===== src/common/clock_output_cfg_pkg.sv =====
// Constants, field layout and carrier types for the clock output configuration bank.
// Assumes a single AHB-Lite slave with 32-bit data and word-aligned registers.
package clock_output_cfg_pkg;

   // ----------------------------------------------------------------
   // Sizes
   // ----------------------------------------------------------------
   localparam int          CHANNELS      = 6;
   localparam int          DDLY_WIDTH    = 10;
   localparam int          RB_WIDTH      = 27;
   localparam int          IDX_WIDTH     = 6;

   // ----------------------------------------------------------------
   // Register indices; byte address is four times the index
   // ----------------------------------------------------------------
   localparam logic [5:0]  IDX_CHANNEL0  = 6'h00;
   localparam logic [5:0]  IDX_LOCK      = 6'h1f;
   localparam logic [5:0]  IDX_READBACK  = 6'h20;
   localparam int          IDX_LSB       = 2;
   localparam int          ADDR_HI_LSB   = 8;

   // ----------------------------------------------------------------
   // Field positions in a channel control word
   // ----------------------------------------------------------------
   localparam int          POS_PD        = 31;
   localparam int          POS_SRC       = 30;
   localparam int          POS_ADLY_LO   = 28;
   localparam int          POS_DDLY_LO   = 18;
   localparam int          POS_RESET     = 17;
   localparam int          POS_DEV_PD    = 17;
   localparam int          POS_HS        = 16;
   localparam int          RB_SHIFT      = 5;

   // ----------------------------------------------------------------
   // Field positions in the readback select and lock word
   // ----------------------------------------------------------------
   localparam int          POS_RB_LE     = 21;
   localparam int          POS_RB_ADDR   = 16;
   localparam int          POS_LOCK      = 0;

   // ----------------------------------------------------------------
   // Reset values and channel masks; the 6-bit ones hold one bit per channel
   // ----------------------------------------------------------------
   localparam logic [5:0]  PD_DEFAULT    = 6'h27;
   localparam logic [5:0]  SRC_DEFAULT   = 6'h08;
   localparam logic [5:0]  SRC_PRESENT   = 6'h18;
   localparam logic [1:0]  ADLY_DEFAULT  = 2'h0;
   localparam logic [9:0]  DDLY_DEFAULT  = 10'h000;
   localparam logic        HS_DEFAULT    = 1'b0;
   localparam logic        DEV_PD_DEFAULT = 1'b0;
   localparam logic [4:0]  RB_ADDR_DEFAULT = 5'h00;

   // ----------------------------------------------------------------
   // Carrier types
   // ----------------------------------------------------------------
   typedef struct packed {
      logic       power_down;
      logic       source_select;
      logic [1:0] analog_delay_select;
      logic [9:0] digital_delay_count;
      logic       delay_half_step;
   } channel_ctrl_type;

   typedef struct packed {
      logic        analog_delay_en;
      logic        digital_delay_en;
      logic        divider_en;
      logic        buffer_a_en;
      logic        buffer_b_en;
      logic        use_reference_osc;
      logic [10:0] delay_half_steps;
   } channel_enable_type;

endpackage : clock_output_cfg_pkg


===== src/rtl/clock_output_config.sv =====
// Configuration register bank for six clock output channels, AHB-Lite slave.
// Assumes it is the only slave, so hready is its own hreadyout, and word-sized
// single transfers only.
//
// Design decisions made here: the address map and the AHB-Lite interface to the registers.

// What this block does
// - Reset and soft reset load all defaults
// - Channel 0 bit 17 write triggers soft reset
// - Channel 1 bit 17 is device power-down
// - Per-channel power-down; channels 0,1,2,5 default down
// - Channels 3,4 bit 30 select reference oscillator
// - Bits 29:28 add analog delay, default none
// - Digital delay bits 27:18, half step bit 16
module clock_output_config (
   input  wire logic        hclk,
   input  wire logic        hresetn,
   input  wire logic        hsel,
   input  wire logic [31:0] haddr,
   input  wire logic [1:0]  htrans,
   input  wire logic        hwrite,
   input  wire logic [2:0]  hsize,
   input  wire logic [31:0] hwdata,
   input  wire logic        hready,
   output      logic        hreadyout,
   output      logic        hresp,
   output      logic [31:0] hrdata,
   output      clock_output_cfg_pkg::channel_ctrl_type   [5:0] channel_settings,
   output      clock_output_cfg_pkg::channel_enable_type [5:0] channel_enables,
   output      logic        device_power_down
);

   localparam int N = clock_output_cfg_pkg::CHANNELS;

   // ----------------------------------------------------------------
   // Helpers
   // ----------------------------------------------------------------
   function automatic clock_output_cfg_pkg::channel_ctrl_type channel_default(input int ch);
      clock_output_cfg_pkg::channel_ctrl_type c;
      c.power_down          = clock_output_cfg_pkg::PD_DEFAULT[ch];
      c.source_select       = clock_output_cfg_pkg::SRC_DEFAULT[ch];
      c.analog_delay_select = clock_output_cfg_pkg::ADLY_DEFAULT;
      c.digital_delay_count = clock_output_cfg_pkg::DDLY_DEFAULT;
      c.delay_half_step     = clock_output_cfg_pkg::HS_DEFAULT;
      return c;
   endfunction : channel_default

   // Channel word as software sees it; used by the bus read and by readback
   function automatic logic [31:0] channel_word(
      input clock_output_cfg_pkg::channel_ctrl_type c,
      input logic                                  with_src,
      input logic                                  with_dev_pd,
      input logic                                  dev_pd
   );
      logic [31:0] w;
      w = 32'h0000_0000;
      w[clock_output_cfg_pkg::POS_PD]  = c.power_down;
      w[clock_output_cfg_pkg::POS_SRC] = with_src & c.source_select;
      w[clock_output_cfg_pkg::POS_ADLY_LO +: 2] = c.analog_delay_select;
      w[clock_output_cfg_pkg::POS_DDLY_LO +: clock_output_cfg_pkg::DDLY_WIDTH] =
         c.digital_delay_count;
      w[clock_output_cfg_pkg::POS_DEV_PD] = with_dev_pd & dev_pd;
      w[clock_output_cfg_pkg::POS_HS]  = c.delay_half_step;
      return w;
   endfunction : channel_word

   // ----------------------------------------------------------------
   // Bus phase tracking
   // ----------------------------------------------------------------
   logic                                   phase_valid_q;
   logic                                   phase_write_q;
   logic                                   phase_mapped_q;
   logic [5:0]                             phase_idx_q;
   logic                                   rd_wait_q;
   logic [31:0]                            hrdata_q;
   logic                                   accept;
   logic                                   wr_en;
   logic                                   wr_cfg;
   logic                                   soft_reset;

   clock_output_cfg_pkg::channel_ctrl_type [5:0] ctrl_q;
   logic                                   dev_pd_q;
   logic                                   rb_le_q;
   logic [4:0]                             rb_addr_q;
   logic                                   lock_q;
   logic [26:0]                            rb_data_q;
   logic [26:0]                            rb_live;
   logic [31:0]                            read_word;

   assign accept = hsel & hready & htrans[1];

   always_ff @(posedge hclk or negedge hresetn) begin
      if (!hresetn) begin
         phase_valid_q  <= 1'b0;
         phase_write_q  <= 1'b0;
         phase_mapped_q <= 1'b0;
         phase_idx_q    <= 6'h00;
      end else if (hready) begin
         phase_valid_q  <= accept;
         phase_write_q  <= hwrite;
         phase_mapped_q <= (haddr[31:clock_output_cfg_pkg::ADDR_HI_LSB] == 24'h00_0000);
         phase_idx_q    <= haddr[clock_output_cfg_pkg::IDX_LSB +: clock_output_cfg_pkg::IDX_WIDTH];
      end
   end

   // Reads take one wait state so a write just before is already visible
   always_ff @(posedge hclk or negedge hresetn) begin
      if (!hresetn) begin
         rd_wait_q <= 1'b0;
      end else if (hready) begin
         rd_wait_q <= accept & ~hwrite;
      end else begin
         rd_wait_q <= 1'b0;
      end
   end

   always_ff @(posedge hclk or negedge hresetn) begin
      if (!hresetn) begin
         hrdata_q <= 32'h0000_0000;
      end else if (rd_wait_q) begin
         hrdata_q <= read_word;
      end
   end

   assign hreadyout = ~rd_wait_q;
   assign hresp     = 1'b0;
   assign hrdata    = hrdata_q;

   // ----------------------------------------------------------------
   // Write decode
   // ----------------------------------------------------------------
   assign wr_en  = phase_valid_q & phase_write_q & phase_mapped_q & hready;
   // Locked bank ignores everything but the lock register itself
   assign wr_cfg = wr_en & ~lock_q & (phase_idx_q < 6'(N));
   assign soft_reset = wr_cfg & (phase_idx_q == clock_output_cfg_pkg::IDX_CHANNEL0)
                     & hwdata[clock_output_cfg_pkg::POS_RESET];

   // ----------------------------------------------------------------
   // Channel control registers
   // ----------------------------------------------------------------
   // Soft reset bit is not stored, so it always reads back as not in reset
   always_ff @(posedge hclk or negedge hresetn) begin
      if (!hresetn) begin
         for (int i = 0; i < N; i++) begin
            ctrl_q[i] <= channel_default(i);
         end
      end else if (soft_reset) begin
         for (int i = 0; i < N; i++) begin
            ctrl_q[i] <= channel_default(i);
         end
      end else if (wr_cfg) begin
         for (int i = 0; i < N; i++) begin
            if (phase_idx_q == 6'(i)) begin
               ctrl_q[i].power_down <= hwdata[clock_output_cfg_pkg::POS_PD];
               ctrl_q[i].source_select <= clock_output_cfg_pkg::SRC_PRESENT[i]
                  & hwdata[clock_output_cfg_pkg::POS_SRC];
               ctrl_q[i].analog_delay_select <=
                  hwdata[clock_output_cfg_pkg::POS_ADLY_LO +: 2];
               ctrl_q[i].digital_delay_count <=
                  hwdata[clock_output_cfg_pkg::POS_DDLY_LO +:
                         clock_output_cfg_pkg::DDLY_WIDTH];
               ctrl_q[i].delay_half_step <= hwdata[clock_output_cfg_pkg::POS_HS];
            end
         end
      end
   end

   always_ff @(posedge hclk or negedge hresetn) begin
      if (!hresetn) begin
         dev_pd_q <= clock_output_cfg_pkg::DEV_PD_DEFAULT;
      end else if (soft_reset) begin
         dev_pd_q <= clock_output_cfg_pkg::DEV_PD_DEFAULT;
      end else if (wr_cfg && phase_idx_q == 6'h01) begin
         dev_pd_q <= hwdata[clock_output_cfg_pkg::POS_DEV_PD];
      end
   end

   // ----------------------------------------------------------------
   // Readback select and lock register
   // ----------------------------------------------------------------
   // Always writable, otherwise a locked bank could never be unlocked
   always_ff @(posedge hclk or negedge hresetn) begin
      if (!hresetn) begin
         rb_le_q   <= 1'b0;
         rb_addr_q <= clock_output_cfg_pkg::RB_ADDR_DEFAULT;
         lock_q    <= 1'b0;
      end else if (soft_reset) begin
         rb_le_q   <= 1'b0;
         rb_addr_q <= clock_output_cfg_pkg::RB_ADDR_DEFAULT;
         lock_q    <= 1'b0;
      end else if (wr_en && phase_idx_q == clock_output_cfg_pkg::IDX_LOCK) begin
         rb_le_q   <= hwdata[clock_output_cfg_pkg::POS_RB_LE];
         rb_addr_q <= hwdata[clock_output_cfg_pkg::POS_RB_ADDR +: 5];
         lock_q    <= hwdata[clock_output_cfg_pkg::POS_LOCK];
      end
   end

   // ----------------------------------------------------------------
   // Readback data
   // ----------------------------------------------------------------
   always_comb begin
      rb_live = 27'h000_0000;
      for (int i = 0; i < N; i++) begin
         if (rb_addr_q == 5'(i)) begin
            rb_live = 27'(channel_word(ctrl_q[i], clock_output_cfg_pkg::SRC_PRESENT[i],
               (i == 1), dev_pd_q) >> clock_output_cfg_pkg::RB_SHIFT);
         end
      end
      if (rb_addr_q == clock_output_cfg_pkg::IDX_LOCK[4:0]) begin
         rb_live = {26'h000_0000, lock_q};
      end
   end

   // Latch enable freezes the captured word so software can read a stable image
   always_ff @(posedge hclk or negedge hresetn) begin
      if (!hresetn) begin
         rb_data_q <= 27'h000_0000;
      end else if (!rb_le_q) begin
         rb_data_q <= rb_live;
      end
   end

   // ----------------------------------------------------------------
   // Read mux
   // ----------------------------------------------------------------
   always_comb begin
      read_word = 32'h0000_0000;
      if (phase_mapped_q) begin
         for (int i = 0; i < N; i++) begin
            if (phase_idx_q == 6'(i)) begin
               read_word = channel_word(ctrl_q[i], clock_output_cfg_pkg::SRC_PRESENT[i],
                                        (i == 1), dev_pd_q);
            end
         end
         if (phase_idx_q == clock_output_cfg_pkg::IDX_LOCK) begin
            read_word = 32'h0000_0000;
            read_word[clock_output_cfg_pkg::POS_RB_LE] = rb_le_q;
            read_word[clock_output_cfg_pkg::POS_RB_ADDR +: 5] = rb_addr_q;
            read_word[clock_output_cfg_pkg::POS_LOCK] = lock_q;
         end
         if (phase_idx_q == clock_output_cfg_pkg::IDX_READBACK) begin
            read_word = {5'h00, rb_data_q};
         end
      end
   end

   // ----------------------------------------------------------------
   // Channel outputs
   // ----------------------------------------------------------------
   assign channel_settings  = ctrl_q;
   assign device_power_down = dev_pd_q;

   for (genvar g = 0; g < N; g++) begin : g_channel
      channel_output_gate #(
         .HAS_SOURCE_SELECT (clock_output_cfg_pkg::SRC_PRESENT[g])
      ) u_gate (
         .hclk              (hclk),
         .hresetn           (hresetn),
         .ctrl              (ctrl_q[g]),
         .device_power_down (dev_pd_q),
         .enables           (channel_enables[g])
      );
   end

endmodule : clock_output_config


===== src/rtl/channel_output_gate.sv =====
// Per-channel enable decode for one clock output.
// Assumes its control word and the device power-down come from flops on hclk.
module channel_output_gate #(
   parameter logic HAS_SOURCE_SELECT = 1'b0
) (
   input  wire logic                                  hclk,
   input  wire logic                                  hresetn,
   input  wire clock_output_cfg_pkg::channel_ctrl_type ctrl,
   input  wire logic                                  device_power_down,
   output      clock_output_cfg_pkg::channel_enable_type enables
);

   logic active;

   // ----------------------------------------------------------------
   // Enable decode
   // ----------------------------------------------------------------
   assign active = ~ctrl.power_down & ~device_power_down;

   always_ff @(posedge hclk or negedge hresetn) begin
      if (!hresetn) begin
         enables <= '0;
      end else begin
         enables.analog_delay_en   <= active & (|ctrl.analog_delay_select);
         enables.digital_delay_en  <= active;
         enables.divider_en        <= active;
         enables.buffer_a_en       <= active;
         enables.buffer_b_en       <= active;
         // Channels without a selector always run from the internal oscillator
         enables.use_reference_osc <= HAS_SOURCE_SELECT & ctrl.source_select;
         enables.delay_half_steps  <= {ctrl.digital_delay_count,
                                       ctrl.delay_half_step};
      end
   end

endmodule : channel_output_gate


===== config.mk =====
export PLATFORM = sky130hd
export DESIGN_NAME = clock_output_config
export DESIGN_NICKNAME = d
export VERILOG_FILES = /design/src/common/clock_output_cfg_pkg.sv /design/src/rtl/clock_output_config.sv /design/src/rtl/channel_output_gate.sv
export SDC_FILE = /design/constraint.sdc
export NUM_CORES = 1
export LEC_CHECK = 0
export BUFFER_PORTS_ARGS = -buffer_cell sky130_fd_sc_hd__buf_2
export CORE_MARGIN = 10
export CORE_UTILIZATION = 56
export DETAILED_ROUTE_END_ITERATION = 10
export PLACE_DENSITY = 0.86
export SLEW_MARGIN = 20
export SYNTH_ARGS = -nofsm -noshare
export SYNTH_HDL_FRONTEND = slang
export SYNTH_HIERARCHICAL = 1
export SYNTH_SLANG_ARGS = --single-unit
export TNS_END_PERCENT = 20

===== constraint.sdc =====
create_clock -name hclk -period 5.85 [get_ports hclk]
set_input_delay 1.17 -clock hclk [delete_from_list [all_inputs] [get_ports hclk]]
set_output_delay 1.17 -clock hclk [all_outputs]
set_load 0.01 [all_outputs]

==> Yosys cells after proc, flatten, opt, wreduce, memory -nomap -nowiden <==
Cells that the tools add are included.
{ "totals": {"output_inout_bits": 227, "ff_bits": 247, "word_cells": 166, "mem_bits_ro": 0, "mem_bits_rw": 0, "n_memories": 0, "latchBits": 0} }
{ "classes": {"eq_ne": 13, "add_sub_neg": 0, "n_reduce_logical": 26, "multipliers": 0, "n_lt_le_gt_ge": 1, "mux": 33, "n_bitwise": 32, "n_div": 0, "n_shift": 0} }
{ "op_table": {"columns": ["operator", "count"], "rows": [
  ["$mux W32", 9],
  ["$mux W27", 7],
  ["$mux W90", 2],
  ["$mux W15", 6],
  ["$logic_not A24 Y1", 1],
  ["$and A1 B1 Y1", 22],
  ["$reduce_bool A2 Y1", 9],
  ["$eq A6 B2 Y1 const B", 2],
  ["$eq A6 B3 Y1 const B", 2],
  ["$reduce_and A2 Y1", 6],
  ["$reduce_or A2 Y1", 6],
  ["$eq A5 B2 Y1 const B", 2],
  ["$eq A5 B3 Y1 const B", 2],
  ["$mux W5", 2],
  ["$not A1 Y1", 10],
  ["$mux W1", 7],
  ["$eq A6 B1 Y1 const B", 1],
  ["$eq A6 B5 Y1 const B", 1],
  ["$eq A6 B6 Y1 const B", 1],
  ["$logic_not A6 Y1", 1],
  ["$lt A6 B3 Y1 const B", 1],
  ["$eq A5 B1 Y1 const B", 1],
  ["$eq A5 B5 Y1 const B", 1],
  ["$logic_not A5 Y1", 1],
  ["$logic_and A1 B1 Y1", 2]
]} }

==> Longest topological paths before layout <==
{ "depth": {"depth_word": 10, "mapped_depth": 8} }

==> By module <==
Netlist, hierarchy kept.
{ "modules_own_cells": {"columns": ["mod", "area_each_um2", "cells_per_inst", "seq_area_each_um2", "instances"], "rows": [
  ["clock_output_config", 7791.2, 826, 3584.7, 1],
  ["channel_output_gate (g_channel[0].u_gate ...)", 372.9, 20, 325.3, 4],
  ["channel_output_gate (g_channel[3].u_gate ...)", 386.6, 19, 350.3, 2]
]} }

==> Worst setup path before layout <==
No wires, ideal clock.
{ "synth_path": {"path_type": "input-to-reg", "startpoint": "in hready", "endpoint": "reg ctrl_q (netlist bit channel_settings[55])", "arrival_ns": 2.573, "setup_slack_ns": 3.199, "n_path_buf": 4, "setup_ns": 0.078, "required_time_ns": 5.772, "cell_stages": 8, "path_cell_list": "clkbuf_1 and4_1 clkbuf_1 and4_1 buf_2 buf_2 nand3_1 a21oi_1"} }
{ "synth_via": {"elab_chain_len": 7} }
{ "synth_rtl": {"columns": ["element", "line", "source"], "rows": [
  ["start, declared", "clock_output_config.sv:24", "input wire logic hready,"],
  ["$and A1 B1 Y1 (*)", "clock_output_config.sv:132", "assign wr_en = phase_valid_q & phase_write_q & phase_mapped_q & hready;"],
  ["$and A1 B1 Y1 (*) (2 in a row)", "clock_output_config.sv:134", "assign wr_cfg = wr_en & ~lock_q & (phase_idx_q < 6'(N));"],
  ["$and A1 B1 Y1", "clock_output_config.sv:135", "assign soft_reset = wr_cfg & (phase_idx_q == clock_output_cfg_pkg::IDX_CHANNEL0)"],
  ["$and A1 B1 Y1", "clock_output_config.sv:136", "& hwdata[clock_output_cfg_pkg::POS_RESET];"],
  ["$reduce_bool A2 Y1 (no source line)", null, null],
  ["$reduce_and A2 Y1 (no source line)", null, null],
  ["end signal, assigned by index", "clock_output_config.sv:145", "ctrl_q[i] <= channel_default(i);"],
  ["end signal, assigned by index", "clock_output_config.sv:149", "ctrl_q[i] <= channel_default(i);"],
  ["end, declared", "clock_output_config.sv:81", "clock_output_cfg_pkg::channel_ctrl_type [5:0] ctrl_q;"]
]} }
Mark *: on every way between the ends. The rest lies on a longest branch, timed or not.
A chain may end at the register's enable or synchronous reset.

==> Worst setup path after layout <==
{ "layout_path": {"startpoint": "in hready", "endpoint": "reg ctrl_q (netlist bit channel_settings[49])"} }
Same word-level chain as after synthesis.

==> results by group <==
Run status
  • Outcome: complete, no violations

Placement
  • Placed insts: between 1,000 and 1,500
  • Placement Cell Area: roughly 11,000 µm²
  • Buffers on Ports: 260
  • Post-DP HPWL: 23.44 mm
  • Routability cong.: 0.9420
  • Place WS: around 2 ns

Logic synthesis
  • Compound-cell area share of the yosys netlist: 13.05%
  • Commonest cells in the synthesized netlist: dfrtp_1 (218), nand3_1 (92), o21ai_0 (75)
  • Register area share after synthesis: a little under three fifths
  • Synth Area in Simple Gates: 15.08%
  • Area of the mapped netlist: 10,060 µm²
  • Post-synth EDFFs: 0
  • Adder-cell share of the synthesized area: 0%
  • Gate count of the mapped netlist: roughly 940
  • Largest cells by area after synthesis: dfrtp_1 (54%), mux2i_1 (6.3%), nand3_1 (4.6%)
  • Asr flop ratio synth: between 90% and 100%
  • Synth cell types: 60
  • Yosys warns: 6
  • Flops & latches, synth: 223
  • Xor and xnor fraction of the mapped netlist area: 0%
  • Most used flip-flop cell after synthesis: dfrtp_1
  • Cell with the most instances after synthesis: dfrtp_1
  • Dominant cell type by area after synthesis: dfrtp_1
  • Post-synthesis mux area share: slightly below 10%
  • Largest family of logic cells by synthesized area: simple AND/OR/NAND/NOR gates
  • Syn_area_per_cell: 10.65 µm²
  • Top-area cell type share of the netlist area: 54.25%

Layout
  • Synth-to-layout area growth: 19.76%
  • Fraction of layout cells with a size suffix above 1: 31.76%
  • Final std cells w/o fill: between 1,000 and 1,500
  • Final nets: 1,223
  • Diodes inserted: 0
  • Final instance area: 12,040 µm²

Worst setup path
  • Startpoint types: input pin
  • Slowest-stage cell, CP: nand3_1
  • Worst reg-to-reg path cell count: 5
  • Max incr delay on CP: 0.74 ns
  • CP Data Required Time: 6.23 ns
  • Crit Path Class: in2reg
  • Crit. End Element: register
  • CP Data Arrival Time: about 3.8 ns
  • Worst-path maximum fanout: 60
  • Crit-path cells: buf_2, and4_1, nand3_1, nor2_4, buf_12, a21oi_1

Routing
  • Post-Route WL: 32.94 mm
  • Post-DRT Antenna Nets: 0
  • Via/cell ratio: 6.207
  • Detailed router's first-iteration violation count: around 1,200
  • # DRC: 0
  • Via count of the routed design: around 8,600
  • WL/cell: 23.70 µm
  • Pre-antenna DRT Iters: 6

Floorplan
  • Die Footprint: 23,720 µm²
  • Die height: 154.0 µm
  • Number of top-level pins: 301
  • Row cnt: 48
  • Starting Density: 57.54%
  • Core ar.: roughly 17,000 µm²
  • Chip Width: 154.0 µm

GRT
  • Initial antenna violation count: 0
  • Vias in the first global route: 8,568
  • Total global-route track usage: 26.42%
  • Grt ovf: 0
  • Pin count of the biggest net entering global routing: 144
  • First-pass GRT wire length: 50.76 mm

Clock network
  • Clock buffer depth: 3
  • Clk_lat worst skew: 0.52 ns
  • H-tree depth: 1
  • Post-CTS sizing: 0
  • Sink Count: 223
  • Hold Buf Count CTS: 0
  • Root Buffer: clkbuf_16
  • Clock slew at reported path FFs: roughly 0.060 ns
  • CTS buffer count: 23
  • CTS tree: done
  • Setup Buffers After CTS: 0

Power and ir drop
  • Power density over the cells: 267.6 nW/µm²
  • Pleak: 6.178 nW
  • Maximum vdd ir drop: 281.5 µV

Min path
  • Min-Delay Path Class: reg2reg
  • Worst Hold Path Cells: 0

Timing
  • Final setup fails: 0
  • RSZ-0062 raised after global routing: false
  • Fin Clk Skew: 0.02220 ns
  • Final Hold Viols: 0
  • Setup TNS Final: 0 ns
  • Final Cycle Share: 57.86%
  • Final Max Slew Viols: 0
  • Fmax: 295.5 MHz
  • Setup WS post-layout: 2.465 ns
  • Worst slew margin: a little over a quarter
  • Worst Max-Slew Pin Slew: 1.088 ns
  • Fin Hold WS: 0.4528 ns
  • Minimum clock period: between 3 and 4 ns

Flow run
  • Max-Cap Viols: 0
-- cells in the final DEF, fill, tap and decap left out, types with 9 or more instances in the layout --
master,count
buf_2,259
buf_4,12
clkbuf_16,23
a221o_1,15
nand2_1,57
nor2_2,16
mux2i_1,63
nand3_1,92
a21oi_1,54
o21ai_0,75
nor3_1,9
conb_1,19
nand4_1,13
dfrtp_1,216
nor2_1,55
a22o_1,11
mux2_2,20
nor4_1,15
inv_1,15
-- critical path: cells and delay by family --
family / cells / cell delay [ns]
buffers and inverters: 2 / 0.60
AND/OR/NAND/NOR: 3 / 1.83
AO/OA/AOI/OAI: 1 / 0.10
-- through the flow --
step / power (mW) / utilization [%]
2_1_floorplan: 1.670 / -
3_3_place_gp: 1.740 / 64.29
3_5_place_dp: 1.742 / 64.29
4_1_cts: 3.230 / 68.69
5_1_grt: 3.312 / 68.91
6_report: 3.223 / 68.91
-- layer usage --
metal  track usage [%]  part of all wire (%)  vias up
met5                 0                     0        -
met4             7.152                   2.7        0
met3             8.647                    13       88
met2             40.00                    46      629
met1             35.73                    38     4149
li1                  -                     -     3762
-- flip-flops by register name, summed over array words and instances, names as in the netlist --
| signal | flops |
|---|---|
| channel_settings | 86 |
| device_power_down | 1 |
| g_channel.u_gate/enables | 80 |
| hrdata | 22 |
| lock_q | 1 |
| phase_idx_q | 6 |
| phase_mapped_q | 1 |
| phase_valid_q | 1 |
| phase_write_q | 1 |
| rb_addr_q | 5 |
| rb_data_q | 17 |
| rb_le_q | 1 |
| rd_wait_q | 1 |
-- where the power goes --
| group | internal (mW) | switching (mW) | total (mW) | leakage (nW) |
|---|---|---|---|---|
| clock | 0.916 | 0.586 | 1.50 | 0.377 |
| combinational | 0.0402 | 0.111 | 0.151 | 2.75 |
| sequential | 1.55 | 0.0208 | 1.57 | 3.05 |
| total | 2.51 | 0.718 | 3.22 | 6.18 |
-- final cells by class --
| cell class | count | area [µm²] |
|---|---|---|
| clock inverter | 9 | 148.9 |
| timing repair buffer | 275 | 1460 |
| multi-input combinational | 608 | 3876 |
| tap | 225 | 281.5 |
| sequential | 223 | 5589 |
| inverter | 18 | 67.56 |
| clock buffer | 32 | 619.3 |
| fill | 1260 | 5434 |
-- logic make-up (layout without fill, tap and decap cells) --
| kind of cell | Yosys count | count (layout) |
|---|---|---|
| multiplexers | 88 | 88 |
| buffers and inverters | 127 | 334 |
| AND/OR/NAND/NOR | 295 | 295 |
| other | 5 | 19 |
| AO/OA/AOI/OAI | 206 | 206 |
| flip-flops | 223 | 223 |
-- final timing paths --
check                                                  endpoint  slack (ns)                 start
worst max-delay path                       channel_settings[49]        2.47                hready
worst min-delay path            g_channel[3].u_gate/enables[11]        0.45  channel_settings[58]
worst max register to register             channel_settings[49]        2.50        phase_idx_q[1]
worst min register to register  g_channel[3].u_gate/enables[11]        0.45  channel_settings[58]
max in group asynchronous                        phase_idx_q[0]        3.97               hresetn
min in group asynchronous       g_channel[3].u_gate/enables[10]        0.55               hresetn
Power figures use the tool's default switching activity.
